[src/core/ursbc_pkg.sv]
// shared constants for the low_power_receive-capable receive channel
package ursbc_pkg;

	// ************************************************************
	// register map (byte addresses)
	// ************************************************************
	localparam logic [7:0] ADDR_DATA_DIV  = 8'h00;
	localparam logic [7:0] ADDR_MODE      = 8'h04;
	localparam logic [7:0] ADDR_PRESCALE  = 8'h08;
	localparam logic [7:0] ADDR_START     = 8'h0C;
	localparam logic [7:0] ADDR_STOP      = 8'h10;
	localparam logic [7:0] ADDR_ENABLED   = 8'h14;
	localparam logic [7:0] ADDR_STANDBY   = 8'h18;
	localparam logic [7:0] ADDR_FLAGS     = 8'h1C;
	localparam logic [7:0] ADDR_FLAG_CLR  = 8'h20;
	localparam logic [7:0] ADDR_IRQ_STAT  = 8'h24;
	localparam logic [7:0] ADDR_IRQ_CLR   = 8'h28;
	localparam logic [7:0] ADDR_IRQ_EN    = 8'h2C;

	// ************************************************************
	// field positions
	// ************************************************************
	localparam int DIV_MSB        = 15;
	localparam int DIV_LSB        = 9;
	localparam int MODE_CKS_BIT   = 15;
	localparam int MODE_EIE_BIT   = 2;
	localparam int MODE_PAR_BIT   = 1;
	localparam int MODE_ODD_BIT   = 0;
	localparam int MODE_LEN9_BIT  = 3;
	localparam int PRS_LOW_LSB    = 0;
	localparam int PRS_HIGH_LSB   = 4;
	localparam int RX_CH_BIT      = 1;
	localparam int SSC_SWC_BIT    = 0;
	localparam int SSC_SSEC_BIT   = 1;
	localparam int FLAG_OVF_BIT   = 0;
	localparam int FLAG_FEF_BIT   = 1;
	localparam int FLAG_PEF_BIT   = 2;
	localparam int IRQ_END_BIT    = 0;
	localparam int IRQ_ERR_BIT    = 1;

	// ************************************************************
	// reset values and frame constants
	// ************************************************************
	localparam logic [6:0]  DIV_RESET     = 7'h7F;
	localparam logic [3:0]  BITS_8        = 4'h8;
	localparam logic [3:0]  BITS_9        = 4'h9;
	localparam logic [14:0] PRS_ONE       = 15'h0001;

	typedef enum logic [1:0] {
		URSBC_IDLE  = 2'b00,
		URSBC_START = 2'b01,
		URSBC_DATA  = 2'b10,
		URSBC_STOP  = 2'b11
	} ursbc_state_e;

endpackage

[src/core/ursbc_rx.sv]
// receive channel with low_power_receive error control, divisor baud and prescaler
//
// Overview of operation
// error irq fires on unsuppressed receive errors when enabled
// suppress bit blocks the error irq even when it is enabled
// suppressing keeps parity, framing, overrun flags; no error irq (here suppression also leaves all three flags unset)
// suppressing: software clears flags, reads data before wake control
// software writes stop trigger before and after low-power reception
// software clears wake control after the low-power reception completes
// software reads received data while wake control is still one
// bit rate is operation clock over (divisor plus one) over two
// software programs divisor only with values 2 to 127
// mode bit 15 picks high or low prescaler field, clock over 2^k
// software stops all channels before changing the system clock
// in stop mode a start bit begins low-power reception unaided
// error irq off: no error interrupt, transfer-end interrupt every frame
// unsuppressed errors set their flag, held until software clears it
module ursbc_rx (
	input  wire logic        clk,
	input  wire logic        rstn,
	input  wire logic [7:0]  addr,
	input  wire logic [15:0] wdata,
	input  wire logic        wr,
	input  wire logic        rd,
	output logic      [15:0] rdata,
	input  wire logic        receive_pin,
	input  wire logic        cpu_stop_mode,
	output logic             rx_error_irq,
	output logic             rx_transfer_end_irq,
	output logic             irq,
	output logic             rx_channel_enabled_status,
	output logic             low_power_receive
);

	// ************************************************************
	// state
	// ************************************************************
	typedef struct packed {
		logic [15:0]          rdata;
		logic [6:0]           divisor;
		logic [8:0]           rx_data;
		logic                 rx_full;
		logic                 cks;
		logic                 eie;
		logic                 par_en;
		logic                 par_odd;
		logic                 len9;
		logic [3:0]           prs_low;
		logic [3:0]           prs_high;
		logic                 enabled;
		logic                 swc;
		logic                 ssec;
		logic [2:0]           flags;
		logic [1:0]           irq_stat;
		logic [1:0]           irq_en;
		logic                 irq;
		logic                 err_irq;
		logic                 end_irq;
		logic                 lp_rx;
		logic [14:0]          prs_cnt;
		logic [7:0]           timer;
		logic [3:0]           bit_cnt;
		logic [8:0]           shift;
		logic                 par_bit;
		logic                 pin_prev;
		ursbc_pkg::ursbc_state_e st;
	} ursbc_state_s;

	ursbc_state_s s_q;
	ursbc_state_s s_d;

	// ************************************************************
	// next-state helpers
	// ************************************************************
	logic [3:0]  prs_k;
	logic [14:0] prs_mask;
	logic        mck_tick;
	logic        rx_allowed;
	logic [3:0]  nbits;
	logic [7:0]  half_bit;
	logic [7:0]  full_bit;
	logic [2:0]  err_set;
	logic [2:0]  flag_clr;
	logic [1:0]  irq_set;
	logic [1:0]  irq_clr;

	always_comb begin
		s_d      = s_q;
		err_set  = 3'h0;
		flag_clr = 3'h0;
		irq_set  = 2'h0;
		irq_clr  = 2'h0;
		s_d.err_irq = 1'b0;
		s_d.end_irq = 1'b0;

		// ********************************************************
		// operation clock prescaler
		// ********************************************************
		prs_k    = s_q.cks ? s_q.prs_high : s_q.prs_low;
		prs_mask = 15'((ursbc_pkg::PRS_ONE << prs_k) - ursbc_pkg::PRS_ONE);
		// free-running divider: a frame's first tick may come a period early
		// mask of k low ones; k of zero ticks on every clock
		mck_tick = (s_q.prs_cnt & prs_mask) == prs_mask;
		s_d.prs_cnt = s_q.prs_cnt + ursbc_pkg::PRS_ONE;

		// half a bit is divisor+1 ticks, a whole bit twice that
		half_bit = {1'b0, s_q.divisor};
		full_bit = {s_q.divisor, 1'b1};
		nbits    = (s_q.len9 ? ursbc_pkg::BITS_9 : ursbc_pkg::BITS_8)
		         + {3'h0, s_q.par_en};

		// with wake control set, only a start seen in stop mode counts
		rx_allowed = s_q.enabled & (~s_q.swc | cpu_stop_mode);

		// ********************************************************
		// receiver
		// ********************************************************
		s_d.pin_prev = receive_pin;
		unique case (s_q.st)
			ursbc_pkg::URSBC_IDLE: begin
				if (rx_allowed && s_q.pin_prev && !receive_pin) begin
					s_d.st    = ursbc_pkg::URSBC_START;
					s_d.timer = half_bit;
					s_d.lp_rx = s_q.swc & cpu_stop_mode;
				end
			end
			ursbc_pkg::URSBC_START: begin
				if (mck_tick) begin
					s_d.timer = s_q.timer - 8'h01;
					if (s_q.timer == 8'h00) begin
						// a glitch too short for a start bit is dropped
						s_d.st      = receive_pin ? ursbc_pkg::URSBC_IDLE
						                          : ursbc_pkg::URSBC_DATA;
						s_d.lp_rx   = receive_pin ? 1'b0 : s_q.lp_rx;
						s_d.timer   = full_bit;
						s_d.bit_cnt = 4'h0;
						s_d.shift   = 9'h000;
					end
				end
			end
			ursbc_pkg::URSBC_DATA: begin
				if (mck_tick) begin
					s_d.timer = s_q.timer - 8'h01;
					if (s_q.timer == 8'h00) begin
						s_d.timer   = full_bit;
						// lsb first; a bit past the data width is parity
						s_d.bit_cnt = s_q.bit_cnt + 4'h1;
						if (s_q.bit_cnt < (s_q.len9 ? ursbc_pkg::BITS_9
						                            : ursbc_pkg::BITS_8))
							s_d.shift[s_q.bit_cnt] = receive_pin;
						else
							s_d.par_bit = receive_pin;
						if (s_q.bit_cnt == nbits - 4'h1)
							s_d.st = ursbc_pkg::URSBC_STOP;
					end
				end
			end
			ursbc_pkg::URSBC_STOP: begin
				if (mck_tick) begin
					s_d.timer = s_q.timer - 8'h01;
					if (s_q.timer == 8'h00) begin
						s_d.st    = ursbc_pkg::URSBC_IDLE;
						s_d.lp_rx = 1'b0;
						err_set[ursbc_pkg::FLAG_FEF_BIT] = ~receive_pin;
						err_set[ursbc_pkg::FLAG_PEF_BIT] = s_q.par_en &
							((^s_q.shift ^ s_q.par_bit) != s_q.par_odd);
						err_set[ursbc_pkg::FLAG_OVF_BIT] = s_q.rx_full;
						// overrun keeps the unread word
						if (!s_q.rx_full) begin
							s_d.rx_data = s_q.shift;
							s_d.rx_full = 1'b1;
						end
						// suppression drops the flags and the error irq alike
						if (s_q.ssec)
							err_set = 3'h0;
						s_d.end_irq = 1'b1;
						s_d.err_irq = s_q.eie & (|err_set);
						irq_set[ursbc_pkg::IRQ_END_BIT] = 1'b1;
						irq_set[ursbc_pkg::IRQ_ERR_BIT] = s_q.eie & (|err_set);
					end
				end
			end
		endcase

		// ********************************************************
		// register writes
		// ********************************************************
		if (wr) begin
			unique case (addr)
				ursbc_pkg::ADDR_DATA_DIV:
					s_d.divisor = wdata[ursbc_pkg::DIV_MSB:ursbc_pkg::DIV_LSB];
				ursbc_pkg::ADDR_MODE: begin
					s_d.cks     = wdata[ursbc_pkg::MODE_CKS_BIT];
					s_d.eie     = wdata[ursbc_pkg::MODE_EIE_BIT];
					s_d.par_en  = wdata[ursbc_pkg::MODE_PAR_BIT];
					s_d.par_odd = wdata[ursbc_pkg::MODE_ODD_BIT];
					s_d.len9    = wdata[ursbc_pkg::MODE_LEN9_BIT];
				end
				ursbc_pkg::ADDR_PRESCALE: begin
					s_d.prs_low  = wdata[ursbc_pkg::PRS_LOW_LSB +: 4];
					s_d.prs_high = wdata[ursbc_pkg::PRS_HIGH_LSB +: 4];
				end
				ursbc_pkg::ADDR_START:
					if (wdata[ursbc_pkg::RX_CH_BIT])
						s_d.enabled = 1'b1;
				ursbc_pkg::ADDR_STOP:
					if (wdata[ursbc_pkg::RX_CH_BIT]) begin
						// stop halts the channel and aborts a frame
						s_d.enabled = 1'b0;
						s_d.st      = ursbc_pkg::URSBC_IDLE;
						s_d.lp_rx   = 1'b0;
					end
				ursbc_pkg::ADDR_STANDBY: begin
					s_d.swc  = wdata[ursbc_pkg::SSC_SWC_BIT];
					s_d.ssec = wdata[ursbc_pkg::SSC_SSEC_BIT];
				end
				ursbc_pkg::ADDR_FLAG_CLR:
					flag_clr = wdata[2:0];
				ursbc_pkg::ADDR_IRQ_CLR:
					irq_clr = wdata[1:0];
				ursbc_pkg::ADDR_IRQ_EN:
					s_d.irq_en = wdata[1:0];
				default: begin
				end
			endcase
		end

		// ********************************************************
		// flag and interrupt status
		// ********************************************************
		// set wins over a clear in the same cycle
		s_d.flags    = (s_q.flags & ~flag_clr) | err_set;
		s_d.irq_stat = (s_q.irq_stat & ~irq_clr) | irq_set;
		s_d.irq      = |(s_d.irq_stat & s_d.irq_en);

		// ********************************************************
		// register reads, answer one cycle later
		// ********************************************************
		// cycles without a read return zero
		s_d.rdata = 16'h0000;
		if (rd) begin
			unique case (addr)
				ursbc_pkg::ADDR_DATA_DIV: begin
					s_d.rdata = {s_q.divisor, s_q.rx_data};
					// a frame landing in the read cycle keeps its new word
					if (!(s_d.st == ursbc_pkg::URSBC_IDLE && s_d.rx_full
					      && !s_q.rx_full))
						s_d.rx_full = 1'b0;
				end
				ursbc_pkg::ADDR_MODE: begin
					s_d.rdata[ursbc_pkg::MODE_CKS_BIT]  = s_q.cks;
					s_d.rdata[ursbc_pkg::MODE_EIE_BIT]  = s_q.eie;
					s_d.rdata[ursbc_pkg::MODE_PAR_BIT]  = s_q.par_en;
					s_d.rdata[ursbc_pkg::MODE_ODD_BIT]  = s_q.par_odd;
					s_d.rdata[ursbc_pkg::MODE_LEN9_BIT] = s_q.len9;
				end
				ursbc_pkg::ADDR_PRESCALE:
					s_d.rdata[7:0] = {s_q.prs_high, s_q.prs_low};
				ursbc_pkg::ADDR_ENABLED:
					s_d.rdata[ursbc_pkg::RX_CH_BIT] = s_q.enabled;
				ursbc_pkg::ADDR_STANDBY: begin
					s_d.rdata[ursbc_pkg::SSC_SWC_BIT]  = s_q.swc;
					s_d.rdata[ursbc_pkg::SSC_SSEC_BIT] = s_q.ssec;
				end
				ursbc_pkg::ADDR_FLAGS:
					s_d.rdata[2:0] = s_q.flags;
				ursbc_pkg::ADDR_IRQ_STAT:
					s_d.rdata[1:0] = s_q.irq_stat;
				ursbc_pkg::ADDR_IRQ_EN:
					s_d.rdata[1:0] = s_q.irq_en;
				default: begin
				end
			endcase
		end
	end

	// ************************************************************
	// registers
	// ************************************************************
	always_ff @(posedge clk or negedge rstn) begin
		if (!rstn) begin
			s_q          <= '0;
			s_q.divisor  <= ursbc_pkg::DIV_RESET;
			// idle level, so leaving reset is not taken for a start edge
			s_q.pin_prev <= 1'b1;
			s_q.st       <= ursbc_pkg::URSBC_IDLE;
		end else begin
			s_q <= s_d;
		end
	end

	// ************************************************************
	// outputs
	// ************************************************************
	assign rdata                     = s_q.rdata;
	assign rx_error_irq              = s_q.err_irq;
	assign rx_transfer_end_irq       = s_q.end_irq;
	assign irq                       = s_q.irq;
	assign rx_channel_enabled_status = s_q.enabled;
	assign low_power_receive         = s_q.lp_rx;

endmodule

[config.mk]
export PLATFORM = sky130hd
export DESIGN_NAME = ursbc_rx
export DESIGN_NICKNAME = d
export VERILOG_FILES = /design/src/core/ursbc_pkg.sv /design/src/core/ursbc_rx.sv
export SDC_FILE = /design/constraint.sdc
export NUM_CORES = 1
export LEC_CHECK = 0
export BUFFER_PORTS_ARGS = -buffer_cell sky130_fd_sc_hd__buf_2
export CAP_MARGIN = 10
export CORE_MARGIN = 8
export CORE_UTILIZATION = 60
export CTS_BUF_LIST = sky130_fd_sc_hd__clkbuf_4
export DETAILED_ROUTE_END_ITERATION = 12
export PLACE_DENSITY_LB_ADDON = 0.05
export REMOVE_ABC_BUFFERS = 1
export SLEW_MARGIN = 15
export SYNTH_ARGS = -nofsm -noshare
export SYNTH_HDL_FRONTEND = slang
export SYNTH_SLANG_ARGS = --single-unit
[constraint.sdc]
create_clock -name clk -period 3.9 [get_ports clk]
set_input_delay 0.78 -clock clk [delete_from_list [all_inputs] [get_ports clk]]
set_output_delay 0.78 -clock clk [all_outputs]
set_load 0.02 [all_outputs]
==> impl_metrics.tcl, run 1 <==
set metrics [dict create \
    seqCellArea_um2 2510 \
    diodes 0 \
    crit_path_start_kind "flop" \
    fin_skew_ns 0.0339 \
    grt_usage_pct 23.4 \
    hold_buffers 0 \
    syn-cell-area_um2 5900 \
    final_common_cell "dfrtp_1" \
    fmax_mhz 276 \
    drc 0 \
    die_area_um2 13300 \
    r2r_cells 11 \
    slew_violations 0 \
    vias 4747 \
    finalWirelength_um 14600 \
    multiInputGateArea_um2 3040 \
    tns_ns 0 \
    grt_pass1_wl_um 24300 \
    synth.yosys.seq_area_share_pct 42.6 \
    synth_flop_cell "dfrtp_1" \
    grt.overflow.total 0 \
    setup.worst_path.end_class "flop" \
    cts-htree-levels 3 \
    drtPass1Iterations 5 \
    netlist.area_leader.share_pct 39.0 \
    ys_ff_latch 100 \
    synth_compound_area_share_pct 15.4 \
    async_reset_ff_share_pct 100 \
    synth_enable_flop_cells 0 \
    hpwl_um 10600 \
    hold_class "in2async" \
    slew_headroom_pct 33.8 \
    wl_per_cell_um 18.9 \
    drive_gt1_share_pct 23.0 \
    syn_to_final_growth_pct 8.65 \
    numPortBuffers 49 \
    post-route-period-util_pct 93.0 \
    power_density_nw_per_um2 430 \
    synthAdderAreaFrac_pct 1.70 \
    ys_types 80 \
    synth_top_area_cell "dfrtp_1" \
    maxCapViolCount 0 \
    ys_warn_count 0 \
    grt_pass1_vias 4860 \
    io-pin-count 51 \
    cp_data_arrival_time_ns 3.98 \
    drt-vias-per-instance 6.14 \
    synthTopCellsByArea "dfrtp_1 (39%), mux2_2 (4.4%), mux2i_1 (4.1%), dfstp_2 (3.6%), xnor2_1 (3.3%)" \
    place.gp.congestion 0.871 \
    synth_xor_area_share_pct 4.39 \
    die_y_um 115 \
    first_iter_violations 420 \
    cts.path.max_buffers 2 \
    required_ns 4.25 \
    initial_utilization_pct 61.2 \
    die_w_um 115 \
    critPathMaxFanout 13 \
    insertion_delay_ns 0.49 \
    grt_max_degree 86 \
    tightest_slew_ns 0.979 \
    root_buffer "clkbuf_4" \
    antenna_found_initial 0 \
    syn_avg_cell_area_um2 9.88 \
    grt_setup_unrepaired "false" \
    finalHoldViolations 0 \
    most-common-layout-cells "dfrtp_1 (91), buf_2 (48), nand2_1 (40), nor2_1 (40), o21ai_0 (31)" \
    synth_top_family_by_area "simple AND/OR/NAND/NOR gates" \
    total_power_w 0.00276 \
    outcome "completed" \
    coreArea_um2 9640 \
    synth_mux_area_share_pct 11.0 \
    cts_sinks 100 \
    yosys.area_share.simple_pct 18.8 \
    numCtsBuffers 9 \
    p_leak_nw 2.88 \
    irDropWorstVdd_v 0.000323 \
    cts_tree "built" \
    ant_nets 0 \
    clk_pin_slew_ns 0.15 \
    final_nets 673 \
    finalSetupViolCount 0 \
    netlist_instances 597 \
    final.fill_count 769 \
    row_count 36 \
    path_class "reg2reg" \
    period_needed_ns 3.63 \
]
==> cell type report <==
class | count | share of cell area (%)
clock inverter | 4 | 0.800
clock buffer | 12 | 1.41
sequential | 100 | 39.2
timing repair buffer | 72 | 7.01
inverter | 28 | 1.64
multi-input combinational | 424 | 47.3
tap | 133 | 2.60
==> synthesized netlist by cell type, drive strengths merged (3+ instances only) <==
cell type	count
o211ai	6
a21oi	28
and3	4
a22oi	8
nor4	8
nand2	40
buf	26
nand2b	10
nor4b	4
a221oi	3
o31ai	4
a211oi	8
and4	3
ha	8
xor2	5
dfrtp	92
and2	11
dfstp	8
nor3b	3
clkbuf	19
mux2	33
inv	28
a31oi	10
mux2i	24
o21ai	34
nor2	40
nor2b	4
nor3	16
nand3	17
nand4	13
o22ai	6
xnor2	22
nand4b	4
or3b	4
or3	4
==> worst max-delay path: stages (launching register included) <==
cell	delay (ns)
dfrtp_2	0.53
or3_1	0.47
a22oi_1	0.25
inv_1	0.07
ha_1	0.34
nor4bb_2	0.37
o21ai_0	0.14
a211o_1	0.32
o2111a_1	0.20
and4_1	0.32
a221oi_1	0.36
a21oi_1	0.11
==> per-layer routing <==
metal,part of all wire (%),vias up,track usage (%),routed length [um]
li1,-,2243,-,-
met1,43,2315,30.3,6350
met2,49,163,38.1,7090
met3,5.9,26,4.78,862
met4,2.1,0,8.14,310
met5,0,-,0,0
==> through the flow <==
stage / hold WS [ns] / setup WS (ns) / instances / area, um^2 / util [%]
detailed placement: 0.481 / 0.176 / 756 / 6230 / 64.7
global placement: 0.473 / 0.197 / 756 / 6230 / 64.7
global route: 0.380 / 0.0356 / 773 / 6410 / 66.5
floorplan: 0.454 / 0.282 / 552 / 5640 / -
finish: 0.326 / 0.273 / 773 / 6410 / 66.5
CTS: 0.427 / 0.150 / 772 / 6370 / 66.1
==> path summary, 6_finish.rpt <==
check | start | to | slack [ns]
worst max-delay path | s_q[66] | s_q[22] | 0.27
worst min-delay path | rstn | s_q[28] | 0.33
worst max register to register | s_q[66] | s_q[22] | 0.27
worst min register to register | s_q[34] | s_q[34] | 0.50
max in group asynchronous | rstn | s_q[7] | 2.90
min in group clk | receive_pin | s_q[2] | 0.48
==> cell families after synthesis <==
kind of cell,after synthesis
xor+xnor,28
mux,57
fa+ha+maj,8
buf+inv,73
simple gates,194
flops,100
compound gates,137
==> state kept, by name, summed over array words and instances (netlist names) <==
name,flops
irq,1
full_bit,7
rx_channel_enabled_status,1
low_power_receive,1
s_q,72
rx_error_irq,1
rx_transfer_end_irq,1
rdata,16
==> power by group <==
part	total, W	internal, W	switching [W]
Clock	0.000561	0.000218	0.000343
Sequential	0.00127	0.00112	0.000141
Combinational	0.000934	0.000386	0.000547
Total	0.00276	0.00173	0.00103
==> repair_timing <==
action	CTS	global route
setup buffers	0	1
endpoints found under the setup margin	0	12
resized for setup	0	3
(Power assumes the default switching activity.)
==> inputs of run 2 (changes only) <==
Settings changed: CORE_UTILIZATION 60 to 25.
Clock period 3.9 ns to 3.8 ns, I/O delays scaled along.
==> impl_metrics.tcl, run 2 (synthesis results as in run 1) <==
set metrics [dict create \
    outcome "completed" \
    coreArea_um2 23300 \
    row_count 56 \
    hpwl_um 13700 \
    required_ns 4.17 \
    tns_ns 0 \
    cts_tree "built" \
    grt_pass1_vias 4957 \
    insertion_delay_ns 0.51 \
    clkPwrFrac_pct 21.8 \
    final.fill_count 2482 \
    slew_headroom_pct 50.9 \
    path_class "reg2reg" \
    grt_pass1_wl_um 28900 \
    fmax_mhz 280 \
    top_register "s_q" \
    post-route-period-util_pct 93.9 \
    root_buffer "clkbuf_4" \
    largest_register_ff_count 72 \
    p_seq_share_pct 43.3 \
    maxCapViolCount 0 \
    numCtsBuffers 9 \
    initial_utilization_pct 25.3 \
    hold_class "in2async" \
    internal-power_w 0.00183 \
    drtPass1Iterations 4 \
    grt.overflow.total 0 \
    fin_skew_ns 0.0361 \
    finalSetupViolCount 0 \
    antenna_found_initial 1 \
    syn_to_final_growth_pct 16.9 \
    total_power_w 0.00301 \
    p_sw_share_pct 39.2 \
    ant_nets 0 \
    final_nets 701 \
    finalWirelength_um 18300 \
    fin_ws_ns 0.232 \
    power_switching_w 0.00118 \
    drive_gt1_share_pct 26.9 \
    slew_violations 0 \
    cts-htree-levels 3 \
    finalHoldViolations 0 \
    tightest_slew_ns 0.729 \
    grt_usage_pct 13.0 \
    irDropWorstVdd_v 0.000150 \
    crit_start "s_q[66]" \
    vias 4728 \
    fin_util_pct 29.6 \
    holdWs_ns 0.243 \
    rr_startpoint "s_q[66]" \
    cts.path.max_buffers 2 \
    numPortBuffers 49 \
    place.gp.congestion 0.751 \
    p_leak_nw 3.02 \
    drc 0 \
    die_area_um2 28800 \
    critPathMaxFanout 9 \
    die_w_um 170 \
    crit_path_start_kind "flop" \
    hold_buffers 0 \
    dp_slack_ns -0.0565 \
    cts_sinks 100 \
    first_iter_violations 268 \
    cp_data_arrival_time_ns 3.94 \
    drt-vias-per-instance 4.78 \
    wl_per_cell_um 18.5 \
    grt_setup_unrepaired "false" \
    period_needed_ns 3.57 \
    die_y_um 170 \
    setup.worst_path.end_class "flop" \
    p_comb_share_pct 34.9 \
    grt_max_degree 51 \
    final_common_cell "dfrtp_1" \
    most-common-layout-cells "dfrtp_1 (91), buf_4 (50), buf_2 (48)" \
    clk_pin_slew_ns 0.19 \
    power_density_nw_per_um2 436 \
    io-pin-count 51 \
]
[run 2: layout make-up]
class | instances | area [um^2] | share of cell area [%]
antenna | 2 | 5.00 | 0.0725
clock buffer | 9 | 67.6 | 0.979
clock inverter | 7 | 82.6 | 1.20
inverter | 28 | 105 | 1.52
multi-input combinational | 424 | 3070 | 44.5
sequential | 100 | 2510 | 36.4
tap | 319 | 399 | 5.79
timing repair buffer | 100 | 656 | 9.50
[run 2: per-stage QoR]
| stage | cells | instance area, um^2 |
|---|---|---|
| after CTS | 986 | 6840 |
| after global routing | 989 | 6900 |
| after detailed placement | 968 | 6660 |
| after global placement | 968 | 6660 |
| after floorplan | 552 | 5640 |
| final | 989 | 6900 |
[run 2: per-layer routing]
metal	vias up	wire (um)	GRT usage, %
li1	2306	-	-
met1	2337	8590	16.5
met2	70	8720	21.5
met3	15	592	2.77
met4	0	371	4.19
met5	-	0	0
[run 2: power groups by stage]
stage          Clock (W)  Sequential, W  Combinational (W)
6_report        0.000656        0.00130            0.00105
5_1_grt         0.000725        0.00132            0.00118
4_1_cts         0.000694        0.00130            0.00104
3_5_place_dp           0        0.00132            0.00104
3_3_place_gp           0        0.00133            0.00104
2_1_floorplan          0        0.00129           0.000660
[run 2: final timing paths]
kind / endpoint / slack, ns / cells past startpoint
worst max-delay path: s_q[22] / 0.23 / 11
worst min-delay path: s_q[61] / 0.24 / 1
worst max register to register: s_q[22] / 0.23 / 11
worst min register to register: s_q[34] / 0.53 / 1
max in group asynchronous: s_q[18] / 2.67 / 2
min in group clk: s_q[2] / 0.45 / 1
[run 2: what timing repair did]
item	4_1_cts	5_1_grt
setup endpoints to repair	9	40
resized for setup	0	11
buffers inserted	2	1
pin swaps	1	1
gates cloned	0	0
[run 2: worst max-delay path: stages, from the launching register on]
cell	delay [ns]
dfrtp_2	0.53
or3_1	0.53
a22oi_2	0.28
inv_1	0.07
ha_2	0.27
nor4bb_4	0.31
o21ai_0	0.16
a211o_1	0.35
o2111a_1	0.21
and4_1	0.26
a221oi_1	0.33
a21oi_1	0.12
